File: src/design/hippc_pkg.sv
// Purpose: constants and types for the indexed host port pointer/config block
// Assumes: 5-bit host byte address, 16-bit data pins
// Notes: offsets are byte addresses of the indexed map
package hippc_pkg;
  localparam int unsigned ADDR_W = 5;
  localparam int unsigned DATA_W = 16;
  localparam int unsigned NUM_PTR = 3;
  localparam logic [4:0] OFS_PTR0 = 5'h00;
  localparam logic [4:0] OFS_PTR1 = 5'h08;
  localparam logic [4:0] OFS_PTR2 = 5'h10;
  localparam logic [4:0] OFS_CFG = 5'h1C;
  localparam logic [15:0] PTR_RESET = 16'h1234;
  localparam logic [3:0] CFG_RESET = 4'h0;
  localparam int unsigned CFG_FIFO_BIT = 3;
  localparam int unsigned CFG_COPY_STRIDE = 8;
  localparam logic [31:0] PTR_USED_MASK = 32'h0000FFFF;
  localparam logic [31:0] CFG_USED_MASK = 32'h0F0F0F0F;
  localparam int unsigned SYNC_STAGES = 2;

  typedef enum logic [1:0] {
    HIPPC_IDLE = 2'b00,
    HIPPC_WRITE = 2'b01,
    HIPPC_READ = 2'b10
  } hippc_phase_t;

  typedef struct packed {
    logic csN;
    logic wrN;
    logic rdN;
    logic busEnableStrobeN;
    logic rdWr;
    logic [ADDR_W-1:0] addr;
    logic [DATA_W-1:0] data;
  } hippc_pins_t;

  typedef struct packed {
    logic [DATA_W-1:0] dataOut;
    logic [DATA_W-1:0] dataOe;
  } hippc_drive_t;
endpackage

File: src/design/hippc_sync.sv
// Purpose: two-flop synchroniser for the host pin bundle
// Assumes: pins are asynchronous to clock
// Notes: first stage is read only by the second stage
`timescale 1ns/1ns
module hippc_sync #(
  parameter int unsigned WIDTH = 28
) (
  input wire logic clock,
  input wire logic srst,
  input wire logic [WIDTH-1:0] resetValue,
  input wire logic [WIDTH-1:0] async,
  output logic [WIDTH-1:0] synced
);
  typedef struct packed {
    logic [WIDTH-1:0] first;
    logic [WIDTH-1:0] second;
  } hippc_sync_state_t;

  hippc_sync_state_t state;
  hippc_sync_state_t next_state;

  initial
  begin
    if (WIDTH < 1)
    begin
      $error("hippc_sync width must be positive");
    end
  end

  always_comb
  begin
    next_state.first = async;
    next_state.second = state.first;
    if (srst)
    begin
      next_state.first = resetValue;
      next_state.second = resetValue;
    end
  end

  always_ff @(posedge clock)
  begin
    state <= next_state;
  end

  assign synced = state.second;
endmodule

File: src/design/hippc_host_port.sv
// Purpose: pointer and byte-order configuration registers of the indexed host port
// Assumes: strobes active low; pins pass two flops; 8/16-bit mode chosen by a port
// Notes: data-register assembly, FIFO access and live locking live elsewhere
// Notes on behaviour
// - host bus 8 or 16 bits; 32-bit registers accessed in byte or word pieces
// - pointer bits 15:0 hold internal address; bits 31:16 reserved, read-only
// - pointer address is always a byte address whatever the bus width
// - pointer address resets to 1234h so host can infer byte order
// - each byte or word write takes effect alone, no dword assembly
// - config bit 3 sets direct FIFO byte order, 1 big endian, reset 0
// - config bits 0..2 set byte order of pointer/data sets 0..2
// - FIFO order bit copied at 3, 11, 19, 27; a one anywhere sets all
// - pair bit n copied at n+8, n+16, n+24; reserved nibbles read-only
// - write cycle is chip select with write strobe, or enable with direction write
// - write data captured on the trailing edge of the write cycle
// - written lane chosen from register byte order and low address bits
// - after initialization writes are ignored until a read cycle occurs
// - during and after low power, writes ignored until a read completes
// - read cycle is chip select with read strobe, or enable with direction read
// - at read start the addressed register drives a byte or word on pins; code leaves the pins undriven in low power
// - returned lane chosen from register byte order and low address bits
// - 8-bit mode uses five address bits as byte address; 16-bit drops bit 0
// - three independent pointer registers, one per pointer/data pair
`timescale 1ns/1ns
module hippc_host_port (
  input wire logic clock,
  input wire logic srst,
  input wire logic wideMode,
  input wire logic fullPowerState,
  input wire hippc_pkg::hippc_pins_t pins,
  output hippc_pkg::hippc_drive_t drive,
  output logic [15:0] pointerAddr0,
  output logic [15:0] pointerAddr1,
  output logic [15:0] pointerAddr2,
  output logic [3:0] byteOrder,
  output logic writesEnabled
);
  import hippc_pkg::*;

  localparam int unsigned PINS_W = $bits(hippc_pins_t);

  typedef struct packed {
    hippc_phase_t phase;
    logic [NUM_PTR-1:0][15:0] ptr;
    logic [3:0] order;
    logic unlocked;
    logic [DATA_W-1:0] dataOut;
    logic [DATA_W-1:0] dataOe;
    // address and data of the write cycle, sampled while its strobe is seen active and held after
    logic [ADDR_W-1:0] wrAddr;
    logic [DATA_W-1:0] wrData;
  } hippc_state_t;

  hippc_state_t state;
  hippc_state_t next_state;
  hippc_pins_t pinSync;
  hippc_pins_t pinIdle;
  logic writeActive;
  logic readActive;
  logic [1:0] lane;
  logic [31:0] regValue;
  logic [31:0] regMerged;
  logic [15:0] readPiece;
  logic [ADDR_W-1:0] effAddr;
  logic [1:0] wrLane;
  logic [2:0] wrIdx;

  initial
  begin
    if (NUM_PTR != 3 || DATA_W != 16 || ADDR_W != 5)
    begin
      $error("hippc_host_port sizes do not match the register map");
    end
  end

  always_comb
  begin
    pinIdle = '0;
    pinIdle.csN = 1'b1;
    pinIdle.wrN = 1'b1;
    pinIdle.rdN = 1'b1;
    pinIdle.busEnableStrobeN = 1'b1;
    pinIdle.rdWr = 1'b1;
  end

  // every host pin, address and data included, passes two flops before use
  hippc_sync #(
    .WIDTH(PINS_W)
  ) u_sync (
    .clock(clock),
    .srst(srst),
    .resetValue(pinIdle),
    .async(pins),
    .synced(pinSync)
  );

  // register index: 0..2 pointers, 3 config, else unmapped
  function automatic logic [2:0] decode(input logic [ADDR_W-1:0] a);
    logic [4:0] base;
    base = {a[4:2], 2'b00};
    case (base)
      OFS_PTR0: decode = 3'h0;
      OFS_PTR1: decode = 3'h1;
      OFS_PTR2: decode = 3'h2;
      OFS_CFG: decode = 3'h3;
      default: decode = 3'h7;
    endcase
  endfunction

  // byte lane within the dword; big endian mirrors the lane
  function automatic logic [1:0] pickLane(input logic [ADDR_W-1:0] a, input logic big,
    input logic wide);
    logic [1:0] l;
    l = wide ? {a[1], 1'b0} : a[1:0];
    if (big)
    begin
      l = wide ? {~a[1], 1'b0} : ~a[1:0];
    end
    pickLane = l;
  endfunction

  function automatic logic [31:0] cfgSpread(input logic [3:0] o);
    cfgSpread = {4'h0, o, 4'h0, o, 4'h0, o, 4'h0, o};
  endfunction

  function automatic logic orderOf(input logic [2:0] idx, input logic [3:0] o);
    orderOf = (idx < 3'h3) ? o[idx[1:0]] : 1'b0;
  endfunction

  // dword image of a register as the host sees it
  function automatic logic [31:0] regImage(input logic [2:0] idx, input logic [NUM_PTR-1:0][15:0] p,
    input logic [3:0] o);
    case (idx)
      3'h0: regImage = {16'h0000, p[0]};
      3'h1: regImage = {16'h0000, p[1]};
      3'h2: regImage = {16'h0000, p[2]};
      3'h3: regImage = cfgSpread(o) & CFG_USED_MASK;
      default: regImage = 32'h00000000;
    endcase
  endfunction

  assign effAddr = wideMode ? {pinSync.addr[4:1], 1'b0} : pinSync.addr;

  assign writeActive = (!pinSync.csN && !pinSync.wrN) ||
    (!pinSync.csN && !pinSync.busEnableStrobeN && !pinSync.rdWr);
  assign readActive = (!pinSync.csN && !pinSync.rdN) ||
    (!pinSync.csN && !pinSync.busEnableStrobeN && pinSync.rdWr);

  // read path: register and lane come straight from the synchronised address
  always_comb
  begin
    logic [2:0] idx;
    idx = decode(effAddr);
    regValue = regImage(idx, state.ptr, state.order);
    lane = pickLane(effAddr, orderOf(idx, state.order), wideMode);
    readPiece = wideMode ? regValue[lane*8 +: 16] : {8'h00, regValue[lane*8 +: 8]};
  end

  // write path uses address and data held from the last sample with the strobe still active;
  // the host may let both go together with the strobe
  always_comb
  begin
    wrIdx = decode(state.wrAddr);
    wrLane = pickLane(state.wrAddr, orderOf(wrIdx, state.order), wideMode);
    regMerged = regImage(wrIdx, state.ptr, state.order);
    if (wideMode)
    begin
      regMerged[wrLane*8 +: 16] = state.wrData;
    end
    else
    begin
      regMerged[wrLane*8 +: 8] = state.wrData[7:0];
    end
  end

  // cycle tracking: a cycle is taken when seen from idle, a write lands when it ends
  always_comb
  begin
    logic [2:0] idx;
    logic [3:0] setBits;
    idx = wrIdx;
    setBits = 4'h0;
    next_state = state;
    next_state.dataOe = {DATA_W{1'b1}};
    if (writeActive)
    begin
      next_state.wrAddr = effAddr;
      next_state.wrData = pinSync.data;
    end
    case (state.phase)
      HIPPC_IDLE:
      begin
        if (readActive)
        begin
          next_state.phase = HIPPC_READ;
        end
        else if (writeActive)
        begin
          next_state.phase = HIPPC_WRITE;
        end
      end
      HIPPC_WRITE:
      begin
        if (!writeActive)
        begin
          next_state.phase = HIPPC_IDLE;
          if (state.unlocked && fullPowerState)
          begin
            case (idx)
              3'h0, 3'h1, 3'h2:
              begin
                next_state.ptr[idx[1:0]] = regMerged[15:0] & PTR_USED_MASK[15:0];
              end
              3'h3:
              begin
                setBits = regMerged[3:0] | regMerged[11:8] | regMerged[19:16] | regMerged[27:24];
                next_state.order = setBits;
              end
              default:
              begin
                next_state.order = state.order;
              end
            endcase
          end
        end
      end
      HIPPC_READ:
      begin
        if (fullPowerState)
        begin
          next_state.dataOut = readPiece;
          next_state.dataOe = wideMode ? 16'h0000 : 16'hFF00;
        end
        if (!readActive)
        begin
          next_state.phase = HIPPC_IDLE;
          next_state.dataOe = {DATA_W{1'b1}};
          if (fullPowerState)
          begin
            next_state.unlocked = 1'b1;
          end
        end
      end
      default:
      begin
        next_state.phase = HIPPC_IDLE;
      end
    endcase
    if (!fullPowerState)
    begin
      next_state.unlocked = 1'b0;
    end
    if (srst)
    begin
      next_state.phase = HIPPC_IDLE;
      next_state.ptr = {NUM_PTR{PTR_RESET}};
      next_state.order = CFG_RESET;
      next_state.unlocked = 1'b0;
      next_state.dataOut = '0;
      next_state.dataOe = {DATA_W{1'b1}};
      next_state.wrAddr = '0;
      next_state.wrData = '0;
    end
  end

  always_ff @(posedge clock)
  begin
    state <= next_state;
  end

  assign drive.dataOut = state.dataOut;
  assign drive.dataOe = state.dataOe;
  assign pointerAddr0 = state.ptr[0];
  assign pointerAddr1 = state.ptr[1];
  assign pointerAddr2 = state.ptr[2];
  assign byteOrder = state.order;
  assign writesEnabled = state.unlocked;

  a_reset_pointer: assert property (@(posedge clock)
    srst |=> state.ptr[0] == PTR_RESET && state.order == 4'h0)
    else $error("pointer or order not at reset value");
  a_locked_no_write: assert property (@(posedge clock) disable iff (srst)
    (state.phase == HIPPC_WRITE && !writeActive && !state.unlocked) |=> $stable(state.ptr) && $stable(state.order))
    else $error("write accepted while locked");
  a_lowpower_lock: assert property (@(posedge clock) disable iff (srst)
    !fullPowerState |=> !state.unlocked)
    else $error("writes not locked in low power");
  a_read_unlocks: assert property (@(posedge clock) disable iff (srst)
    (state.phase == HIPPC_READ && !readActive && fullPowerState) |=> state.unlocked)
    else $error("completed read did not unlock");
  a_write_trailing: assert property (@(posedge clock) disable iff (srst)
    (state.phase != HIPPC_WRITE || writeActive) |=> $stable(state.ptr))
    else $error("pointer changed outside write trailing edge");
  a_read_drives: assert property (@(posedge clock) disable iff (srst)
    (state.phase == HIPPC_READ && readActive && fullPowerState) |=> state.dataOe[7:0] == 8'h00)
    else $error("read did not drive data");
  a_idle_release: assert property (@(posedge clock) disable iff (srst)
    (state.phase == HIPPC_IDLE && !readActive) |=> state.dataOe == 16'hFFFF)
    else $error("data driven outside read");
  a_cfg_wide_zero: assert property (@(posedge clock) disable iff (srst)
    (state.phase == HIPPC_READ && readActive && fullPowerState && decode(effAddr) == 3'h3) |=>
      (state.dataOut & 16'hF0F0) == 16'h0000)
    else $error("reserved config bits not zero");
  a_ptr_upper_zero: assert property (@(posedge clock) disable iff (srst)
    (state.phase == HIPPC_READ && readActive && fullPowerState && decode(effAddr) < 3'h3 && lane[1]) |=>
      state.dataOut == 16'h0000)
    else $error("reserved pointer bits not zero");
  a_narrow_byte: assert property (@(posedge clock) disable iff (srst)
    (state.phase == HIPPC_READ && readActive && fullPowerState && !wideMode) |=>
      state.dataOe == 16'hFF00 && state.dataOut[15:8] == 8'h00)
    else $error("byte read not on low lane");
  a_wide_word: assert property (@(posedge clock) disable iff (srst)
    (state.phase == HIPPC_READ && readActive && fullPowerState && wideMode) |=> state.dataOe == 16'h0000)
    else $error("word read not on both lanes");
  a_lowpower_quiet: assert property (@(posedge clock) disable iff (srst)
    !fullPowerState |=> state.dataOe == 16'hFFFF && $stable(state.ptr) && $stable(state.order))
    else $error("low power state drove data or took a write");
  a_order_trailing: assert property (@(posedge clock) disable iff (srst)
    (state.phase != HIPPC_WRITE || writeActive) |=> $stable(state.order))
    else $error("byte order changed outside write trailing edge");
  a_write_quiet: assert property (@(posedge clock) disable iff (srst)
    state.phase == HIPPC_WRITE |=> state.dataOe == 16'hFFFF)
    else $error("data driven during write");
  a_unlock_after_read: assert property (@(posedge clock) disable iff (srst)
    $rose(state.unlocked) |-> $past(state.phase) == HIPPC_READ)
    else $error("writes unlocked without a read");
  a_write_then_idle: assert property (@(posedge clock) disable iff (srst)
    state.phase == HIPPC_WRITE |=> state.phase != HIPPC_READ)
    else $error("read taken before write cycle ended");
endmodule

File: config.mk
export PLATFORM = sky130hd
export DESIGN_NAME = hippc_host_port
export DESIGN_NICKNAME = d
export VERILOG_FILES = /design/src/design/hippc_pkg.sv /design/src/design/hippc_sync.sv /design/src/design/hippc_host_port.sv
export SDC_FILE = /design/constraint.sdc
export NUM_CORES = 1
export LEC_CHECK = 0
export ABC_AREA = 1
export ABC_CLOCK_PERIOD_IN_PS = 5100
export BUFFER_PORTS_ARGS = -buffer_cell sky130_fd_sc_hd__buf_2
export CAP_MARGIN = 10
export CORE_ASPECT_RATIO = 1.75
export CORE_MARGIN = 3
export CORE_UTILIZATION = 60
export DETAILED_ROUTE_END_ITERATION = 10
export PLACE_DENSITY = 0.91
export SYNTH_ARGS = -nofsm -noshare
export SYNTH_HDL_FRONTEND = slang
export SYNTH_SLANG_ARGS = --single-unit
export TNS_END_PERCENT = 1
File: constraint.sdc
create_clock -name clock -period 5.1 [get_ports clock]
set_input_delay 0.765 -clock clock [delete_from_list [all_inputs] [get_ports clock]]
set_output_delay 0.765 -clock clock [all_outputs]
set_load 0.03 [all_outputs]
-- Yosys cells after proc, flatten, opt, wreduce, memory -nomap -nowiden
Index checks and enable logic that the tools add are counted.
- $add $sub $neg: 1
- multiply operators: 0
- divide/modulo/power cells: 0
- $lt $le $gt $ge: 5
- eq/ne operators: 17
- shift-type cells: 6
- multiplexer cells: 33
- bitwise logic cells: 11
- reduce and logical (&&, ||, !) cells: 27
- operators with widths (cell ; count):
    $pmux W28 S4 ; 2
    $bwmux W32 ; 2
    $mux W54 ; 1
    $mux W52 ; 1
    $bwmux W48 ; 1
    $mux W16 ; 3
    $mux W48 ; 1
    $neg A5 Y34 ; 1
    $shift A16 B34 Y32 const A ; 1
    $shift A8 B34 Y32 const A ; 1
    $shiftx A16 B34 Y32 ; 1
    $shiftx A8 B34 Y32 ; 1
    $demux W16 S2 ; 1
    $shiftx A32 B6 Y16 ; 1
    $shiftx A32 B6 Y8 ; 1
    $mux W28 ; 1
    $pmux W3 S4 ; 2
    $eq A3 B2 Y1 const B ; 6
    $mux W2 ; 7
    $eq A3 B3 Y1 const B ; 4
    $logic_not A3 Y1 ; 4
    $or A4 B4 Y4 ; 3
    $reduce_and A4 Y1 ; 2
    $logic_and A1 B1 Y1 ; 7
    22 further kinds ; 45
- register bits: 160
- latch bits: 0
- RAM bits: 0
- ROM bits: 0
- bits of input ports: 30
- output and inout port bits: 85
- memories: 0

-- Logic depth before layout (Yosys ltp)
- depth in word-level cells: 17
- depth in mapped cells: 18

-- Cells and area by module
A second synthesis with hierarchy kept.
- cell total of the unflattened synthesis: 1128
- area, all modules: 8031.5 um^2
- by module, submodules not included (module ; times used ; cells an instance ; area each (um^2) ; sequential area each (um^2)):
    hippc_host_port ; 1 ; 911 ; 6135.9 ; 1881.8
    hippc_sync ; 1 ; 217 ; 1895.6 ; 1041.0

-- Least setup slack after synthesis
Ideal clock, no wire load.
- path type: input-to-reg
- start: input port wideMode
- end: register (tool-made name)
- library setup time: 0.056 ns
- arrival: 2.772 ns
- setup slack: 2.272 ns
- cell stages on the path: 16
- path buffers: 2
- path through: buf_2 nor2_1 nand4_2 nand2_4 inv_2 buf_6 ha_1 nor2_1 inv_1 nor2_1 nand2_1 nand3_1 nand3_1 nand3_1 o211ai_1 inv_2
- RTL lines (what ; line ; source):
    start, declared ; hippc_host_port.sv:28 ; input wire logic wideMode,

==> flow_summary_export.csv <==
group,metric,value,unit
flow_run,maxCapViolations,0,
sta,whs,399,ps
synth,yosysSeqAreaShare,39.1,%
status,status,"complete, no violations",
placed_design,dp_hpwl,14.1,mm
sta,tightestPinTransition,1010,ps
placed_design,placed_cells,1217,
sta,period_minus_slack,3620,ps
sta,drv_slew,0,
synth,synth-seq-cells,146,
detailed_routing,finalWirelength,19.7,mm
critical_path,cp_data_required_time,5460,ps
clock_network,clock-root-buffer,"clkbuf_16",
floorplanning,fp.coreArea,12100,sq um
placed_design,finalWeightedCongestion,1.03,
clock_network,postCtsSetupBuffers,0,
sta,maxSlewHeadroom,32.6,%
clock_network,cts_tree,"built",
synth,syn-cell-area,7480,sq um
finish,n_antenna_cell,0,
detailed_routing,wl_per_cell,15.7,um
critical_path,cp.arrival,3980,ps
sta,post-route-period-util,71.0,%
global_route,grt_overflow,0,
clock_network,cts_buffers,17,
finish,area_growth,7.88,%
global_route,grt_pass1_wl,31.9,mm
detailed_routing,dr_total_vias,6993,
critical_path,slowest_delay,540,ps
clock_network,cts.repair.resized,0,
clock_network,cts_buffer_depth,2,
placed_design,port_buffers,114,
finish,fill_cells,1060,
sta,fin_setup_tns,0,ps
floorplanning,die_w,90.4,um
critical_path,crit_path_max_fanout,28,
floorplanning,num_rows,53,
clock_network,clock-sinks,146,
sta,hold_violations,0,
synth,synth.distinct_cells,41,
min_path,hold_class,"reg2reg",
global_route,grt_max_degree,95,
critical_path,path_cells,"buf_2, nor2_1, nand4_2, nand2_4, inv_2, ha_1, inv_1, nor2_1, inv_1, nor2_4, nand2_1, o21ai_0, o21ai_0, inv_1",
synth,syn-num-nets,1092,
global_route,grt_pass1_vias,6559,
critical_path,critPathCaptureType,"flop",
sta,max_freq,276,MHz
critical_path,cp_common_cell,"inv_1",
detailed_routing,dr.first_iter.drc_count,665,
clock_network,clk_latency,420,ps
synth,syn_avg_cell_area,7.07,sq um
detailed_routing,drtAntennaViolNets,0,
floorplanning,initial_utilization,61.6,%
critical_path,crit_type,"in2reg",
finish,stdcell_count,1248,
power,ir_drop,215,uV
floorplanning,die_h,154,um
detailed_routing,drt-vias-per-instance,5.60,
global_route,grt_usage,28.3,%
power,p_leak,3.80,nW
critical_path,cp_slowest_cell,"ha_1",
floorplanning,die_area,13900,sq um
clock_network,holdBufCountCts,0,
power,p_per_area,321,nW/um^2
clock_network,htree_levels,4,
sta,skew,6.91,ps
synth,synth_cells,1058,
floorplanning,ios,115,
finish,drive_gt1_share,18.8,%
critical_path,cp-start-kind,"input port",
sta,setup_viol,0,
synth,yosys_warnings,0,
detailed_routing,drc,0,
clock_network,path_clk_slew,60,ps
detailed_routing,first_pass_iters,6,
global_route,antenna_found_initial,0,
sta,rsz0062_at_grt,"false",
finish,nets,1105,
==> kinds of logic after synthesis <==
group	count (synthesis)	share of synthesized area, %
AND/OR/NAND/NOR	402	24.2
buffers and inverters	288	19.2
AO/OA/AOI/OAI	216	16.2
flip-flops	146	39.1
adder cells (fa/ha/maj)	4	0.669
XOR/XNOR	2	0.586
==> through the flow <==
stage          power [mW]  util [%]  area (sq um)  setup slack (ps)
3_3_place_gp         1.34      61.5          7470              1330
4_1_cts              2.59      66.5          8070              1580
5_1_grt              2.67      66.5          8070              1230
6_report             2.59      66.5          8070              1480
3_5_place_dp         1.35      61.5          7470              1240
2_1_floorplan        1.31         -          7480              2270
==> cells in the mapped netlist <==
cell | count | share of area, %
a2111oi_0 | 1 | 0.12
buf_2 | 15 | 1.0
nand3_1 | 66 | 4.4
nor2_4 | 3 | 0.45
inv_2 | 12 | 0.60
nand2_1 | 151 | 7.6
clkbuf_1 | 22 | 1.1
or2_2 | 11 | 0.92
o22ai_1 | 15 | 1.3
o211ai_1 | 13 | 1.3
nor3_1 | 7 | 0.47
clkinv_1 | 1 | 0.050
ha_1 | 4 | 0.67
nor4_1 | 1 | 0.084
nor3_2 | 1 | 0.13
o21ai_1 | 22 | 1.5
nand2_2 | 7 | 0.59
a21oi_1 | 73 | 4.9
a221oi_1 | 5 | 0.59
xor2_2 | 1 | 0.22
nor2_1 | 126 | 6.3
buf_4 | 86 | 8.6
nand2_4 | 3 | 0.45
o21ai_2 | 1 | 0.12
nand4_1 | 9 | 0.75
dfxtp_1 | 146 | 39
or3_1 | 1 | 0.084
a31oi_1 | 2 | 0.17
inv_1 | 150 | 7.5
nand3_2 | 11 | 1.5
o21a_1 | 2 | 0.20
a211oi_1 | 2 | 0.20
nand4_2 | 1 | 0.17
o221ai_1 | 8 | 0.94
o2111ai_1 | 2 | 0.23
o21bai_1 | 2 | 0.20
and3_1 | 1 | 0.084
o21ai_0 | 68 | 4.6
nor2_2 | 3 | 0.25
xnor2_4 | 1 | 0.37
buf_6 | 2 | 0.30
==> layer usage <==
layer  up-vias  global-route usage (%)  routed length, um
li1       3352                       -                  -
met1      3134                    29.4               6790
met2       390                    51.0              10000
met3       117                    4.60               1420
met4         0                    20.2               1390
met5         -                       0                  0
==> final timing paths <==
| path | start | to | slack, ps | depth (start not counted) |
|---|---|---|---|---|
| setup / recovery | wideMode | flop | 1480 | 14 |
| hold reg to reg | u_sync.state[31] | u_sync.synced[5] | 400 | 2 |
| setup reg to reg | state[19] | flop | 1570 | 15 |
| hold / removal | u_sync.state[31] | u_sync.synced[5] | 400 | 2 |
==> power by group <==
| part | switching (mW) | leakage, nW | internal, mW |
|---|---|---|---|
| clock | 0.481 | 0.298 | 0.783 |
| sequential | 0.00941 | 1.19 | 1.16 |
| combinational | 0.105 | 2.32 | 0.0483 |
| total | 0.596 | 3.80 | 1.99 |
==> cells in the final DEF, fill, tap and decap left out, types with 3 or more instances in the layout <==
master,instances
bufinv_16,3
o22ai_1,15
o221ai_1,8
ha_1,4
o211ai_1,13
inv_1,150
nand3_1,66
nand3_2,11
a21oi_1,73
nand2_2,7
buf_4,5
clkbuf_16,17
a221oi_1,5
or2_2,11
clkinv_4,4
o21ai_0,68
nand2_4,3
nand4_1,9
clkinv_2,3
nor2_2,3
inv_2,12
buf_2,114
o21ai_1,22
nand2_1,151
dfxtp_1,146
nor3_1,7
nor2_1,126
nor2_4,3
==> critical path: cells and delay by family <==
kind | cells | cell delay [ps]
AND/OR/NAND/NOR | 6 | 1160
AO/OA/AOI/OAI | 2 | 400
adder cells (fa/ha/maj) | 1 | 540
buffers and inverters | 5 | 1110
==> layout make-up <==
cell class              instances  area, sq um  share of cell area [%]
multi-input cells             624         3120                    38.7
clock buffers                  19          443                    5.49
clock inverters                12          158                    1.95
repair buffers                119          608                    7.54
flip-flops and latches        146         2920                    36.2
well taps                     165          206                    2.56
inverters                     163          612                    7.58
(Power assumes the default switching activity.)
